--- src/mss_pkg.sv ---
/*
  mss_pkg: constants, state encoding and timing counts for the motor
  stop method selection block.
  assumes: the user supplies a 200 MHz clock; settings are plain binary.
*/
package mss_pkg;

  // clock and time base
  localparam int unsigned CLK_HZ        = 200_000_000; // ref_clk rate
  localparam int unsigned DELAY_UNIT_S  = 1;           // coast delay unit, seconds
  localparam int unsigned SEC_CYCLES    = DELAY_UNIT_S * CLK_HZ; // cycles per unit

  // stop method setting layout
  localparam int          SET_W         = 14;          // holds 0 .. 9999
  localparam int          SEC_W         = 7;           // holds 0 .. 100 seconds
  localparam logic [13:0] SET_RESET     = 14'h270f;    // 9999, decelerate
  localparam logic [13:0] SET_DECEL     = 14'h270f;    // 9999, two-start decel
  localparam logic [13:0] SET_DECEL_DIR = 14'h22b8;    // 8888, start/dir decel
  localparam logic [13:0] SET_COAST_MAX = 14'h0064;    // 100, top of plain range
  localparam logic [13:0] SET_DIR_MIN   = 14'h03e8;    // 1000, start/dir range
  localparam logic [13:0] SET_DIR_MAX   = 14'h044c;    // 1100, start/dir range

  // extended display select value that opens the setting for writes
  localparam int          DISP_W        = 14;
  localparam logic [13:0] DISP_OPEN     = 14'h0000;

  // operating states
  typedef enum logic [2:0] {
    ST_IDLE  = 3'h0,  // stopped, output off
    ST_RUN   = 3'h1,  // start active, following speed command
    ST_DELAY = 3'h2,  // start off, coast delay running
    ST_DECEL = 3'h3,  // ramping down to a stop
    ST_COAST = 3'h4   // output shut off, motor coasting
  } mss_state_t;

endpackage : mss_pkg

--- src/mss_stop_select.sv ---
/*
  mss_stop_select: stop method selection for a motor drive. decodes the two
  start inputs, decides between ramp-down and timed output shutoff, holds
  the stop method setting and guards restarts while coasting.
  assumes: all inputs synchronous to ref_clk; motor_stopped comes from the
  speed loop; the ramp generator obeys decel_stop_req and follow_speed_cmd.
*/
// What this block does
// - setting 0-100: two starts, coast after delay
// - setting 1000-1100: coast after setting minus 1000
// - setting 9999 or 8888: decelerate on start off
// - 8888 and 1000-1100: start plus direction inputs
// - running indicator drops when output shuts off
// - coast modes follow speed command until shutoff
// - pre-excitation input forces deceleration stop
// - override modes ignore the stop selection
// - no restart while coasting until motor stopped
// - setting writes only when display select zero
`timescale 1ns/1ps
module mss_stop_select #(
  parameter int unsigned CYC_PER_SEC = mss_pkg::SEC_CYCLES
) (
  input  wire logic                       ref_clk,
  input  wire logic                       reset,
  input  wire logic                       forward_start_input,
  input  wire logic                       reverse_or_direction_input,
  input  wire logic                       motor_stopped,
  input  wire logic                       pre_excitation_active,
  input  wire logic                       pre_excitation_input,
  input  wire logic                       position_ctrl_active,
  input  wire logic                       panel_unit_stop,
  input  wire logic                       comm_error_stop,
  input  wire logic                       jog_mode_active,
  input  wire logic                       setting_wr,
  input  wire logic [mss_pkg::SET_W-1:0]  setting_wdata,
  input  wire logic [mss_pkg::DISP_W-1:0] extended_display_select,
  output logic [mss_pkg::SET_W-1:0]       stop_method_setting,
  output logic                            setting_wr_rejected,
  output logic                            output_enable,
  output logic                            running_indicator,
  output logic                            follow_speed_cmd,
  output logic                            decel_stop_req,
  output logic                            coasting,
  output logic                            dir_reverse
);
  import mss_pkg::*;

  // all block state in one record; outputs are registered fields
  typedef struct packed {
    mss_state_t       state;    // operating state
    logic [SET_W-1:0] setting;  // stop method setting
    logic             rej;      // write refused, one-cycle pulse
    logic             out_en;   // output stage on
    logic             follow;   // ramp follows speed command
    logic             decel;    // ramp-down request
    logic             coast;    // output off, motor coasting
    logic             rev;      // reverse direction selected
  } mss_ctl_t;

  mss_ctl_t ctl;
  mss_ctl_t next_ctl;

  // decoded view of the setting and inputs
  logic             dir_mode;     // start plus direction interpretation
  logic             decel_sel;    // stop by ramp-down
  logic             start_now;    // a valid start is present
  logic             rev_now;      // requested direction is reverse
  logic             override;     // stop selection overruled
  logic [SEC_W-1:0] delay_secs;   // coast delay in seconds
  logic             wr_valid;     // written value is a legal setting
  logic             tmr_load;     // arm the coast delay
  logic             tmr_cancel;   // drop a pending delay
  logic             tmr_done;     // coast delay elapsed

  // setting decode
  always_comb begin
    dir_mode  = (ctl.setting == SET_DECEL_DIR) ||
                ((ctl.setting >= SET_DIR_MIN) && (ctl.setting <= SET_DIR_MAX));
    decel_sel = (ctl.setting == SET_DECEL) || (ctl.setting == SET_DECEL_DIR);
    // delay in seconds: offset range subtracts its base
    if (ctl.setting >= SET_DIR_MIN) begin
      delay_secs = SEC_W'(ctl.setting - SET_DIR_MIN);
    end else begin
      delay_secs = SEC_W'(ctl.setting);
    end
  end

  // start input interpretation
  always_comb begin
    if (dir_mode) begin
      // first input starts, second picks the direction
      start_now = forward_start_input;
      rev_now   = reverse_or_direction_input;
    end else begin
      // both inputs on at once cancel each other: no start
      start_now = forward_start_input ^ reverse_or_direction_input;
      rev_now   = reverse_or_direction_input & ~forward_start_input;
    end
  end

  // functions that overrule the selected stop method
  always_comb begin
    override = position_ctrl_active | panel_unit_stop |
               comm_error_stop | jog_mode_active;
    if (pre_excitation_active && pre_excitation_input) begin
      override = 1'b1;
    end
  end

  // only the documented setting values are stored
  always_comb begin
    wr_valid = (setting_wdata <= SET_COAST_MAX) ||
               ((setting_wdata >= SET_DIR_MIN) && (setting_wdata <= SET_DIR_MAX)) ||
               (setting_wdata == SET_DECEL) || (setting_wdata == SET_DECEL_DIR);
  end

  // next-state logic
  always_comb begin
    next_ctl   = ctl;
    next_ctl.rej = 1'b0;
    tmr_load   = 1'b0;
    tmr_cancel = 1'b0;

    // setting write; a refused write leaves the old value standing
    if (setting_wr) begin
      if ((extended_display_select == DISP_OPEN) && wr_valid) begin
        next_ctl.setting = setting_wdata;
      end else begin
        next_ctl.rej = 1'b1;
      end
    end

    case (ctl.state)
      ST_IDLE: begin
        // a start from standstill begins running
        if (start_now) begin
          next_ctl.state = ST_RUN;
          next_ctl.rev   = rev_now;
        end
      end
      ST_RUN: begin
        if (start_now) begin
          // direction tracks the inputs while running
          next_ctl.rev = rev_now;
        end else if (decel_sel || override) begin
          next_ctl.state = ST_DECEL;
        end else begin
          next_ctl.state = ST_DELAY;
          tmr_load       = 1'b1;
        end
      end
      ST_DELAY: begin
        // still following speed command while waiting
        if (start_now) begin
          next_ctl.state = ST_RUN;
          next_ctl.rev   = rev_now;
          tmr_cancel     = 1'b1;
        end else if (override) begin
          // late override still turns the stop into a ramp-down
          next_ctl.state = ST_DECEL;
          tmr_cancel     = 1'b1;
        end else if (tmr_done) begin
          next_ctl.state = ST_COAST;
          tmr_cancel     = 1'b1;
        end
      end
      ST_DECEL: begin
        // a new start during ramp-down resumes running
        if (start_now) begin
          next_ctl.state = ST_RUN;
          next_ctl.rev   = rev_now;
        end else if (motor_stopped) begin
          next_ctl.state = ST_IDLE;
        end
      end
      ST_COAST: begin
        // start is ignored here; only standstill ends the coast
        if (motor_stopped) begin
          next_ctl.state = ST_IDLE;
        end
      end
      default: begin
        next_ctl.state = ST_IDLE;
      end
    endcase

    // registered outputs follow the next state
    next_ctl.out_en = (next_ctl.state == ST_RUN) ||
                      (next_ctl.state == ST_DELAY) ||
                      (next_ctl.state == ST_DECEL);
    next_ctl.follow = (next_ctl.state == ST_RUN) ||
                      (next_ctl.state == ST_DELAY);
    next_ctl.decel  = (next_ctl.state == ST_DECEL);
    next_ctl.coast  = (next_ctl.state == ST_COAST);
  end

  // state register
  always_ff @(posedge ref_clk) begin
    if (reset) begin
      ctl         <= '0;
      ctl.state   <= ST_IDLE;
      ctl.setting <= SET_RESET;
    end else begin
      ctl <= next_ctl;
    end
  end

  // coast delay counter
  mss_sec_timer #(
    .CYC_PER_SEC (CYC_PER_SEC)
  ) u_timer (
    .ref_clk (ref_clk),
    .reset   (reset),
    .load    (tmr_load),
    .cancel  (tmr_cancel),
    .seconds (delay_secs),
    .done    (tmr_done)
  );

  // outputs; indicator shares the output stage flop so they fall together
  assign stop_method_setting = ctl.setting;
  assign setting_wr_rejected = ctl.rej;
  assign output_enable       = ctl.out_en;
  assign running_indicator   = ctl.out_en;
  assign follow_speed_cmd    = ctl.follow;
  assign decel_stop_req      = ctl.decel;
  assign coasting            = ctl.coast;
  assign dir_reverse         = ctl.rev;

  // checks
  a_decel_on_off: assert property (@(posedge ref_clk) disable iff (reset)
    (ctl.state == ST_RUN) && !start_now && decel_sel |=> decel_stop_req && output_enable)
    else $error("decel mode did not ramp down");

  a_coast_delay_entry: assert property (@(posedge ref_clk) disable iff (reset)
    (ctl.state == ST_RUN) && !start_now && !decel_sel && !override
    |=> (ctl.state == ST_DELAY) && follow_speed_cmd)
    else $error("coast mode did not start delay");

  a_delay_expiry: assert property (@(posedge ref_clk) disable iff (reset)
    (ctl.state == ST_DELAY) && tmr_done && !start_now && !override
    |=> coasting && !output_enable)
    else $error("output not shut off after delay");

  a_indicator_off: assert property (@(posedge ref_clk) disable iff (reset)
    $rose(coasting) |-> !running_indicator && $past(running_indicator))
    else $error("indicator outlived output stage");

  a_delay_follows: assert property (@(posedge ref_clk) disable iff (reset)
    (ctl.state == ST_DELAY) |-> follow_speed_cmd && !decel_stop_req)
    else $error("speed command not followed in delay");

  a_preexc_decel: assert property (@(posedge ref_clk) disable iff (reset)
    (ctl.state == ST_RUN) && !start_now && pre_excitation_active && pre_excitation_input
    |=> decel_stop_req)
    else $error("pre-excitation stop did not ramp");

  a_override_decel: assert property (@(posedge ref_clk) disable iff (reset)
    (ctl.state == ST_RUN) && !start_now && jog_mode_active |=> decel_stop_req)
    else $error("override did not force ramp-down");

  a_coast_hold: assert property (@(posedge ref_clk) disable iff (reset)
    coasting && !motor_stopped |=> !output_enable ##1 !follow_speed_cmd)
    else $error("restart while coasting");

  a_write_lock: assert property (@(posedge ref_clk) disable iff (reset)
    setting_wr && (extended_display_select != DISP_OPEN)
    |=> $stable(stop_method_setting) && setting_wr_rejected)
    else $error("locked setting was written");

  a_delay_cancel: assert property (@(posedge ref_clk) disable iff (reset)
    (ctl.state == ST_DELAY) && start_now |=> (ctl.state == ST_RUN) && !tmr_done)
    else $error("restart did not cancel delay");

  a_dir_latch: assert property (@(posedge ref_clk) disable iff (reset)
    (ctl.state == ST_IDLE) && dir_mode && forward_start_input
    |=> dir_reverse == $past(reverse_or_direction_input))
    else $error("direction input not taken");

  // no disable here: this one looks at what reset itself leaves behind
  a_reset_defaults: assert property (@(posedge ref_clk)
    reset |=> (stop_method_setting == SET_RESET) && !output_enable && !coasting)
    else $error("reset left the block active");

  a_write_accept: assert property (@(posedge ref_clk) disable iff (reset)
    setting_wr && (extended_display_select == DISP_OPEN) && wr_valid
    |=> (stop_method_setting == $past(setting_wdata)) && !setting_wr_rejected)
    else $error("open write was not stored");

  // direction may change while running; the flop must follow it
  a_dir_tracks: assert property (@(posedge ref_clk) disable iff (reset)
    (ctl.state == ST_RUN) && start_now |=> dir_reverse == $past(rev_now))
    else $error("direction did not track inputs");

  a_coast_no_restart: assert property (@(posedge ref_clk) disable iff (reset)
    (ctl.state == ST_COAST) && start_now && !motor_stopped |=> coasting && !output_enable)
    else $error("start accepted while coasting");

  a_decel_to_idle: assert property (@(posedge ref_clk) disable iff (reset)
    (ctl.state == ST_DECEL) && !start_now && motor_stopped |=> !output_enable && !decel_stop_req)
    else $error("ramp-down did not end at standstill");

  // scenario covers: each should be reached by the bench
  c_coast_done: cover property (@(posedge ref_clk) disable iff (reset)
    coasting ##1 !coasting && !output_enable);
  c_decel_done: cover property (@(posedge ref_clk) disable iff (reset)
    decel_stop_req ##1 !decel_stop_req && !output_enable);
  c_cancel: cover property (@(posedge ref_clk) disable iff (reset)
    (ctl.state == ST_DELAY) && start_now);
  c_rejected: cover property (@(posedge ref_clk) disable iff (reset)
    setting_wr_rejected);
  c_dir_run: cover property (@(posedge ref_clk) disable iff (reset)
    dir_mode && output_enable && dir_reverse);

endmodule : mss_stop_select

--- src/mss_sec_timer.sv ---
/*
  mss_sec_timer: whole-second delay counter for the coast delay.
  assumes: load and cancel are single-cycle strobes from the owner;
  cyc_per_sec is at least 2.
*/
`timescale 1ns/1ps
module mss_sec_timer #(
  parameter int unsigned CYC_PER_SEC = mss_pkg::SEC_CYCLES
) (
  input  wire logic                     ref_clk,
  input  wire logic                     reset,
  input  wire logic                     load,
  input  wire logic                     cancel,
  input  wire logic [mss_pkg::SEC_W-1:0] seconds,
  output logic                          done
);
  import mss_pkg::*;

  // whole timer state in one record
  typedef struct packed {
    logic             busy;     // counting
    logic             done;     // delay elapsed, held until reload/cancel
    logic [SEC_W-1:0] sec_left; // whole seconds still to go
    logic [31:0]      tick;     // cycles within the current second
  } mss_tmr_t;

  mss_tmr_t tmr;
  mss_tmr_t next_tmr;

  localparam logic [31:0] TICK_LAST = 32'(CYC_PER_SEC - 1);

  // next-state: load wins over cancel so a fresh delay is never dropped
  always_comb begin
    next_tmr = tmr;
    if (load) begin
      next_tmr.busy     = (seconds != '0);
      next_tmr.done     = (seconds == '0);
      next_tmr.sec_left = seconds;
      next_tmr.tick     = 32'h0;
    end else if (cancel) begin
      next_tmr = '0;
    end else if (tmr.busy) begin
      if (tmr.tick == TICK_LAST) begin
        next_tmr.tick     = 32'h0;
        next_tmr.sec_left = tmr.sec_left - 7'h01;
        if (tmr.sec_left == 7'h01) begin
          next_tmr.busy = 1'b0;
          next_tmr.done = 1'b1;
        end
      end else begin
        next_tmr.tick = tmr.tick + 32'h1;
      end
    end
  end

  // register
  always_ff @(posedge ref_clk) begin
    if (reset) begin
      tmr <= '0;
    end else begin
      tmr <= next_tmr;
    end
  end

  assign done = tmr.done;

endmodule : mss_sec_timer

--- config.mk ---
export PLATFORM = sky130hd
export DESIGN_NAME = mss_stop_select
export DESIGN_NICKNAME = d
export VERILOG_FILES = /design/src/mss_pkg.sv /design/src/mss_stop_select.sv /design/src/mss_sec_timer.sv
export SDC_FILE = /design/constraint.sdc
export NUM_CORES = 1
export LEC_CHECK = 0
export ABC_AREA = 1
export BUFFER_PORTS_ARGS = -buffer_cell sky130_fd_sc_hd__clkbuf_2
export CAP_MARGIN = 5
export CORE_UTILIZATION = 35
export CTS_CLUSTER_DIAMETER = 200
export DETAILED_ROUTE_END_ITERATION = 7
export GPL_TIMING_DRIVEN = 0
export SYNTH_ARGS = -nofsm -noshare
export SYNTH_HDL_FRONTEND = slang
export SYNTH_SLANG_ARGS = --single-unit
--- constraint.sdc ---
create_clock -name ref_clk -period 2.65 [get_ports ref_clk]
set_input_delay 0.53 -clock ref_clk [delete_from_list [all_inputs] [get_ports ref_clk]]
set_output_delay 0.53 -clock ref_clk [all_outputs]
set_load 0.01 [all_outputs]
==> impl_metrics.ini, run 1 <==
[logic_synthesis]
yosysMostFrequentCell = nand2_1
syn-cell-area_um2 = 4025
synth-simple-area-share_pct = 44.36
synth_area_leaders = dfxtp_1, nand2_1, nor2_1
ys.flop_type = dfxtp_1
ys_types = 47
yosysSeqAreaShare_pct = 31.83
ys_warn_count = 0
synth_top_area_share_pct = 31.83
ys_ff_latch = 64
avgSynthCellArea_um2 = 7.175
synth_async_sr_flop_share_pct = 0
synth_compound_area_share_pct = 6.559
ys_top_cells_by_count = nand2_1, nor2_1, dfxtp_1, inv_1, nand3_1
synth-xor-area-share_pct = 5.222
synth_fa_ha_area_share_pct = 1.554
synth_fp_nets = 606
yosysTopAreaCell = dfxtp_1
post_synth_mux_area_share_pct = 0
postSynthCellCount = 561
synth_edf_count = 0
synth_top_family_by_area = simple AND/OR/NAND/NOR gates

[grt]
antenna_found_initial = 0
grt_pass1_wl_mm = 16.04
track_usage_pct = 16.88
grt_pass1_vias = 3514
grt_max_degree = 14
overflow = 0

[setup_path]
crit_type = flip-flop to flip-flop
endpoint = u_timer.tmr[36]$_SDFFE_PP0P_
crit_path_end_kind = flip-flop
required_ns = 2.87
critical_path.max_fanout = 10
r2r_end = u_timer.tmr[36]$_SDFFE_PP0P_
reg2reg_setup_slack_ns = 0.41
r2r_cells = 12
critical_path_arrival_ns = 2.47
crit_path_start_kind = flip-flop
r2r-start = u_timer.tmr[0]$_SDFFE_PP0P_
startpoint = u_timer.tmr[0]$_SDFFE_PP0P_

[route]
vias = 3707
antenna_left = 0
first_iter_violations = 174
drtPass1Iterations = 5
wl_mm = 8.954
drc = 0
wl_per_cell_um = 11.52
via_per_inst = 4.771

[pwr]
leakagePower_nw = 1.945
ir_worst_vdd_uv = 329.7
total_power_mw = 2.463
p_per_area_nw_per_um2 = 512.6

[outcome]
status = completed

[floorplanning]
die_h_um = 109.2
ios = 61
die_x_um = 109.2
coreArea_um2 = 11030
die_area_um2 = 11930
placementRows = 38
initial_utilization_pct = 36.49

[timing]
max_freq_mhz = 445.7
worst_pin_slew_ns = 0.5264
finalWorstSetupSlack_ns = 0.4066
drv_slew = 0
rsz0062_at_grt = no
timing.slew.headroom_pct = 64.91
period_minus_slack_ns = 2.243
finalHoldViolCount = 0
whs_ns = 0.4302
post-route-period-util_pct = 84.66
setup_tns_ns = 0
setup_violations = 0
skew_ns = 0.01135

[min_path]
hold_path_class = input pin to flip-flop

[cells_and_area]
final_nets = 677
final_cell_area_um2 = 4805
final_layout_size_suffix_gt1_share_pct = 25.90
area_delta_synth_final_pct = 19.37
diodes = 0

[clock_tree]
insertion_delay_ns = 0.33
cts_tree = yes
clock-sinks = 64
htreeDepth = 3
cts_buffers = 9
cts.repair.resized = 0
path_clk_slew_ns = 0.06
cts_setup_buffers = 0
clockRootBuffer = clkbuf_16
cts_hold_buf = 0
cts_max_path_buffers = 2

[placement]
place_congestion = 0.8619
dpl_worst_slack_ns = 0.3793
place_area_um2 = 4501
io_buffer_count = 60
hpwlAfterDp_mm = 6.951

[job]
maxCapViolations = 0
-- area by class of cell --
| cell class | instances | area, µm² |
|---|---|---|
| clock inverter | 7 | 78.83 |
| buffer | 24 | 183.9 |
| inverter | 62 | 237.7 |
| timing repair buffer | 60 | 300.3 |
| sequential | 64 | 1281 |
| tap | 140 | 175.2 |
| fill | 1132 | 6226 |
| clock buffer | 9 | 225.2 |
| multi-input combinational | 411 | 2322 |
-- how the worst min path moves through the flow --
stage                                            from                             endpoint  slack (ns)  cells after the start
after detailed placement  u_timer.tmr[1]$_SDFFE_PP0P_          u_timer.tmr[1]$_SDFFE_PP0P_        0.48                      2
after CTS                                  setting_wr       setting_wr_rejected$_SDFF_PP0_        0.43                      3
after floorplan           u_timer.tmr[1]$_SDFFE_PP0P_          u_timer.tmr[1]$_SDFFE_PP0P_        0.46                      2
after global routing                 setting_wdata[0]  stop_method_setting[0]$_SDFFE_PP1P_        0.46                      3
after global placement    u_timer.tmr[1]$_SDFFE_PP0P_          u_timer.tmr[1]$_SDFFE_PP0P_        0.47                      2
final                                      setting_wr       setting_wr_rejected$_SDFF_PP0_        0.43                      3
-- registers in the layout, summed over array words and instances, names as in the netlist --
signal / count
dir_reverse: 1
decel_stop_req: 1
ctl: 3
coasting: 1
setting_wr_rejected: 1
output_enable: 1
follow_speed_cmd: 1
stop_method_setting: 14
u_timer.tmr: 40
u_timer.done: 1
-- placed cells by master (no fill, tap or decap), types with 4 or more instances in the layout --
cell type / instances
a21oi_1: 17
nor2_4: 15
o21ai_1: 7
nor4_1: 11
xor2_1: 19
xnor2_1: 5
nand4_1: 14
nor2_2: 15
nand2_1: 115
ha_1: 5
o21ai_0: 14
nor3_1: 27
clkbuf_2: 60
inv_2: 8
clkbuf_1: 4
nand2_4: 6
nand2_2: 5
dfxtp_1: 64
clkbuf_16: 9
nor2_1: 70
inv_6: 4
nand3_2: 5
buf_4: 15
nand3_1: 30
inv_1: 51
-- cell families (layout without fill, tap and decap cells) --
kind of cell             Yosys count  count (layout)
AO/OA/AOI/OAI                     48              48
XOR/XNOR                          24              24
adder cells (fa/ha/maj)            5               5
buffers and inverters             86             162
flip-flops                        64              64
AND/OR/NAND/NOR                  334             334
-- routing by layer --
metal | GRT usage (%) | vias to the layer above | share of wire (%)
li1 | - | 1960 | -
met5 | 0 | - | 0
met1 | 23.18 | 1668 | 50
met3 | 4.124 | 6 | 4.1
met4 | 4.571 | 0 | 1.0
met2 | 26.19 | 73 | 44
-- through the flow --
step	instances	util, %
after CTS	777	43.56
final	777	43.56
after global placement	761	40.80
after detailed placement	761	40.80
after floorplan	561	-
after global routing	777	43.56
-- power breakdown --
part / switching [mW] / internal [mW]
Clock: 0.468 / 0.737
Combinational: 0.156 / 0.105
Sequential: 0.0150 / 0.983
-- critical path, stage by stage, from the launching register on --
cell	delay [ns]
dfxtp_1	0.37
ha_1	0.18
nand2_1	0.10
inv_1	0.07
nand3_1	0.08
nand3b_1	0.22
nor3_1	0.37
nand3_2	0.21
nand3_2	0.18
buf_6	0.15
nand2_1	0.06
nor2_1	0.09
nor2_1	0.05
No activity file was read; power rests on OpenSTA's default activity.
==> run 2, diff against run 1 <==
clock period = 2 ns   (was 2.65 ns; I/O delays follow)
==> impl_metrics.ini, run 2 (synthesis results as in run 1) <==
[setup_path]
crit_type = flip-flop to flip-flop
critical_path.max_fanout = 5
required_ns = 2.22
critical_path_arrival_ns = 2.23
crit_path_start_kind = flip-flop
crit_path_end_kind = flip-flop

[route]
antenna_left = 0
drc = 0
vias = 3853
wl_mm = 9.573
drtPass1Iterations = 4
wl_per_cell_um = 12.03
first_iter_violations = 264
via_per_inst = 4.840

[cells_and_area]
final_common_cell = nand2_1
area_delta_synth_final_pct = 29.38
final_layout_size_suffix_gt1_share_pct = 33.54
fill_cells = 1092
final_cell_mix = nand2_1, nor2_1, clkbuf_2
largest_register_ffs = 40
diodes = 0
layout.cells.non_filler = 796
final_nets = 696
regMostFlops = u_timer.tmr

[placement]
dp.cells = 761
io_buffer_count = 60
dpl_worst_slack_ns = -0.2340
place_congestion = 0.8619
hpwlAfterDp_mm = 6.951

[clock_tree]
insertion_delay_ns = 0.33
htreeDepth = 3
cts_max_path_buffers = 2
cts_hold_buf = 0
path_clk_slew_ns = 0.06
cts_buffers = 9
clockRootBuffer = clkbuf_16
clock-sinks = 64
cts_tree = yes

[grt]
grt_pass1_vias = 3583
antenna_found_initial = 0
track_usage_pct = 17.17
grt_max_degree = 14
grt_pass1_wl_mm = 16.30
overflow = 0

[job]
maxCapViolations = 0

[floorplanning]
die_x_um = 109.2
ios = 61
placementRows = 38
initial_utilization_pct = 36.49
die_area_um2 = 11930
coreArea_um2 = 11030
die_h_um = 109.2

[outcome]
status = complete, but fails checks
violations = setup timing

[timing]
max_freq_mhz = 495.8
post-route-period-util_pct = 100.8
skew_ns = 0.008250
finalHoldViolCount = 0
setup_tns_ns = -0.1070
drv_slew = 0
finalWorstSetupSlack_ns = -0.01674
worst_pin_slew_ns = 0.5651
timing.slew.headroom_pct = 62.04
setup_violations = 15
period_minus_slack_ns = 2.017
rsz0062_at_grt = yes

[pwr]
total_power_mw = 3.343
ir_worst_vdd_uv = 426.0
leakagePower_nw = 2.130
p_per_area_nw_per_um2 = 642.0

[min_path]
hold_path_class = input pin to flip-flop
[run 2: area by class of cell]
| type | instances | area (µm²) | area share (%) |
|---|---|---|---|
| tap | 140 | 175.2 | 3.364 |
| clock inverter | 7 | 78.83 | 1.514 |
| clock buffer | 9 | 225.2 | 4.325 |
| inverter | 62 | 240.2 | 4.613 |
| timing repair buffer | 79 | 500.5 | 9.611 |
| sequential | 64 | 1304 | 25.04 |
| multi-input combinational | 411 | 2489 | 47.79 |
| buffer | 24 | 195.2 | 3.748 |
[run 2: repair_timing]
item,CTS,global route
resized for setup,18,44
setup buffers,3,13
endpoints found under the setup margin,30,43
gates cloned,2,1
pin swaps,4,16
[run 2: critical path, stage by stage (launching register included)]
cell and delay (ns):
dfxtp_4 0.35, or2_1 0.25, nor2_2 0.15, inv_2 0.07
nor2_4 0.10, nand3_4 0.11, nand2_4 0.12, nand2_4 0.06
nand2_4 0.09, nand3_4 0.13, nand2_8 0.11, inv_8 0.04
nand3_4 0.11, buf_12 0.16, nor2_4 0.03
[run 2: final timing paths]
check / start / endpoint / slack (ns) / depth (start not counted)
worst max-delay path: stop_method_setting[0]$_SDFFE_PP1P_ / u_timer.tmr[23]$_SDFFE_PP0P_ / -0.02 / 14
worst min-delay path: setting_wr / setting_wr_rejected$_SDFF_PP0_ / 0.30 / 3
worst max register to register: stop_method_setting[0]$_SDFFE_PP1P_ / u_timer.tmr[23]$_SDFFE_PP0P_ / -0.02 / 14
worst min register to register: stop_method_setting[11]$_SDFFE_PP0P_ / stop_method_setting[11]$_SDFFE_PP0P_ / 0.51 / 2
[run 2: metrics by stage]
stage	util [%]	hold WS [ns]	instance area, µm²
6_report	47.21	0.2972	5207
3_3_place_gp	40.80	0.4748	4501
2_1_floorplan	-	0.4559	4025
4_1_cts	44.77	0.2958	4938
3_5_place_dp	40.80	0.4824	4501
5_1_grt	47.21	0.3272	5207
[run 2: per-layer routing]
| layer | up-vias | global-route usage [%] | part of all wire (%) |
|---|---|---|---|
| met5 | - | 0 | 0 |
| met4 | 0 | 4.762 | 1.5 |
| met3 | 11 | 4.363 | 4.5 |
| met1 | 1752 | 23.33 | 49 |
| met2 | 89 | 26.77 | 45 |
| li1 | 2001 | - | - |
[run 2: where the power goes]
part           switching, mW  internal [mW]
logic                  0.236          0.186
registers             0.0203           1.30
clock network          0.626          0.977
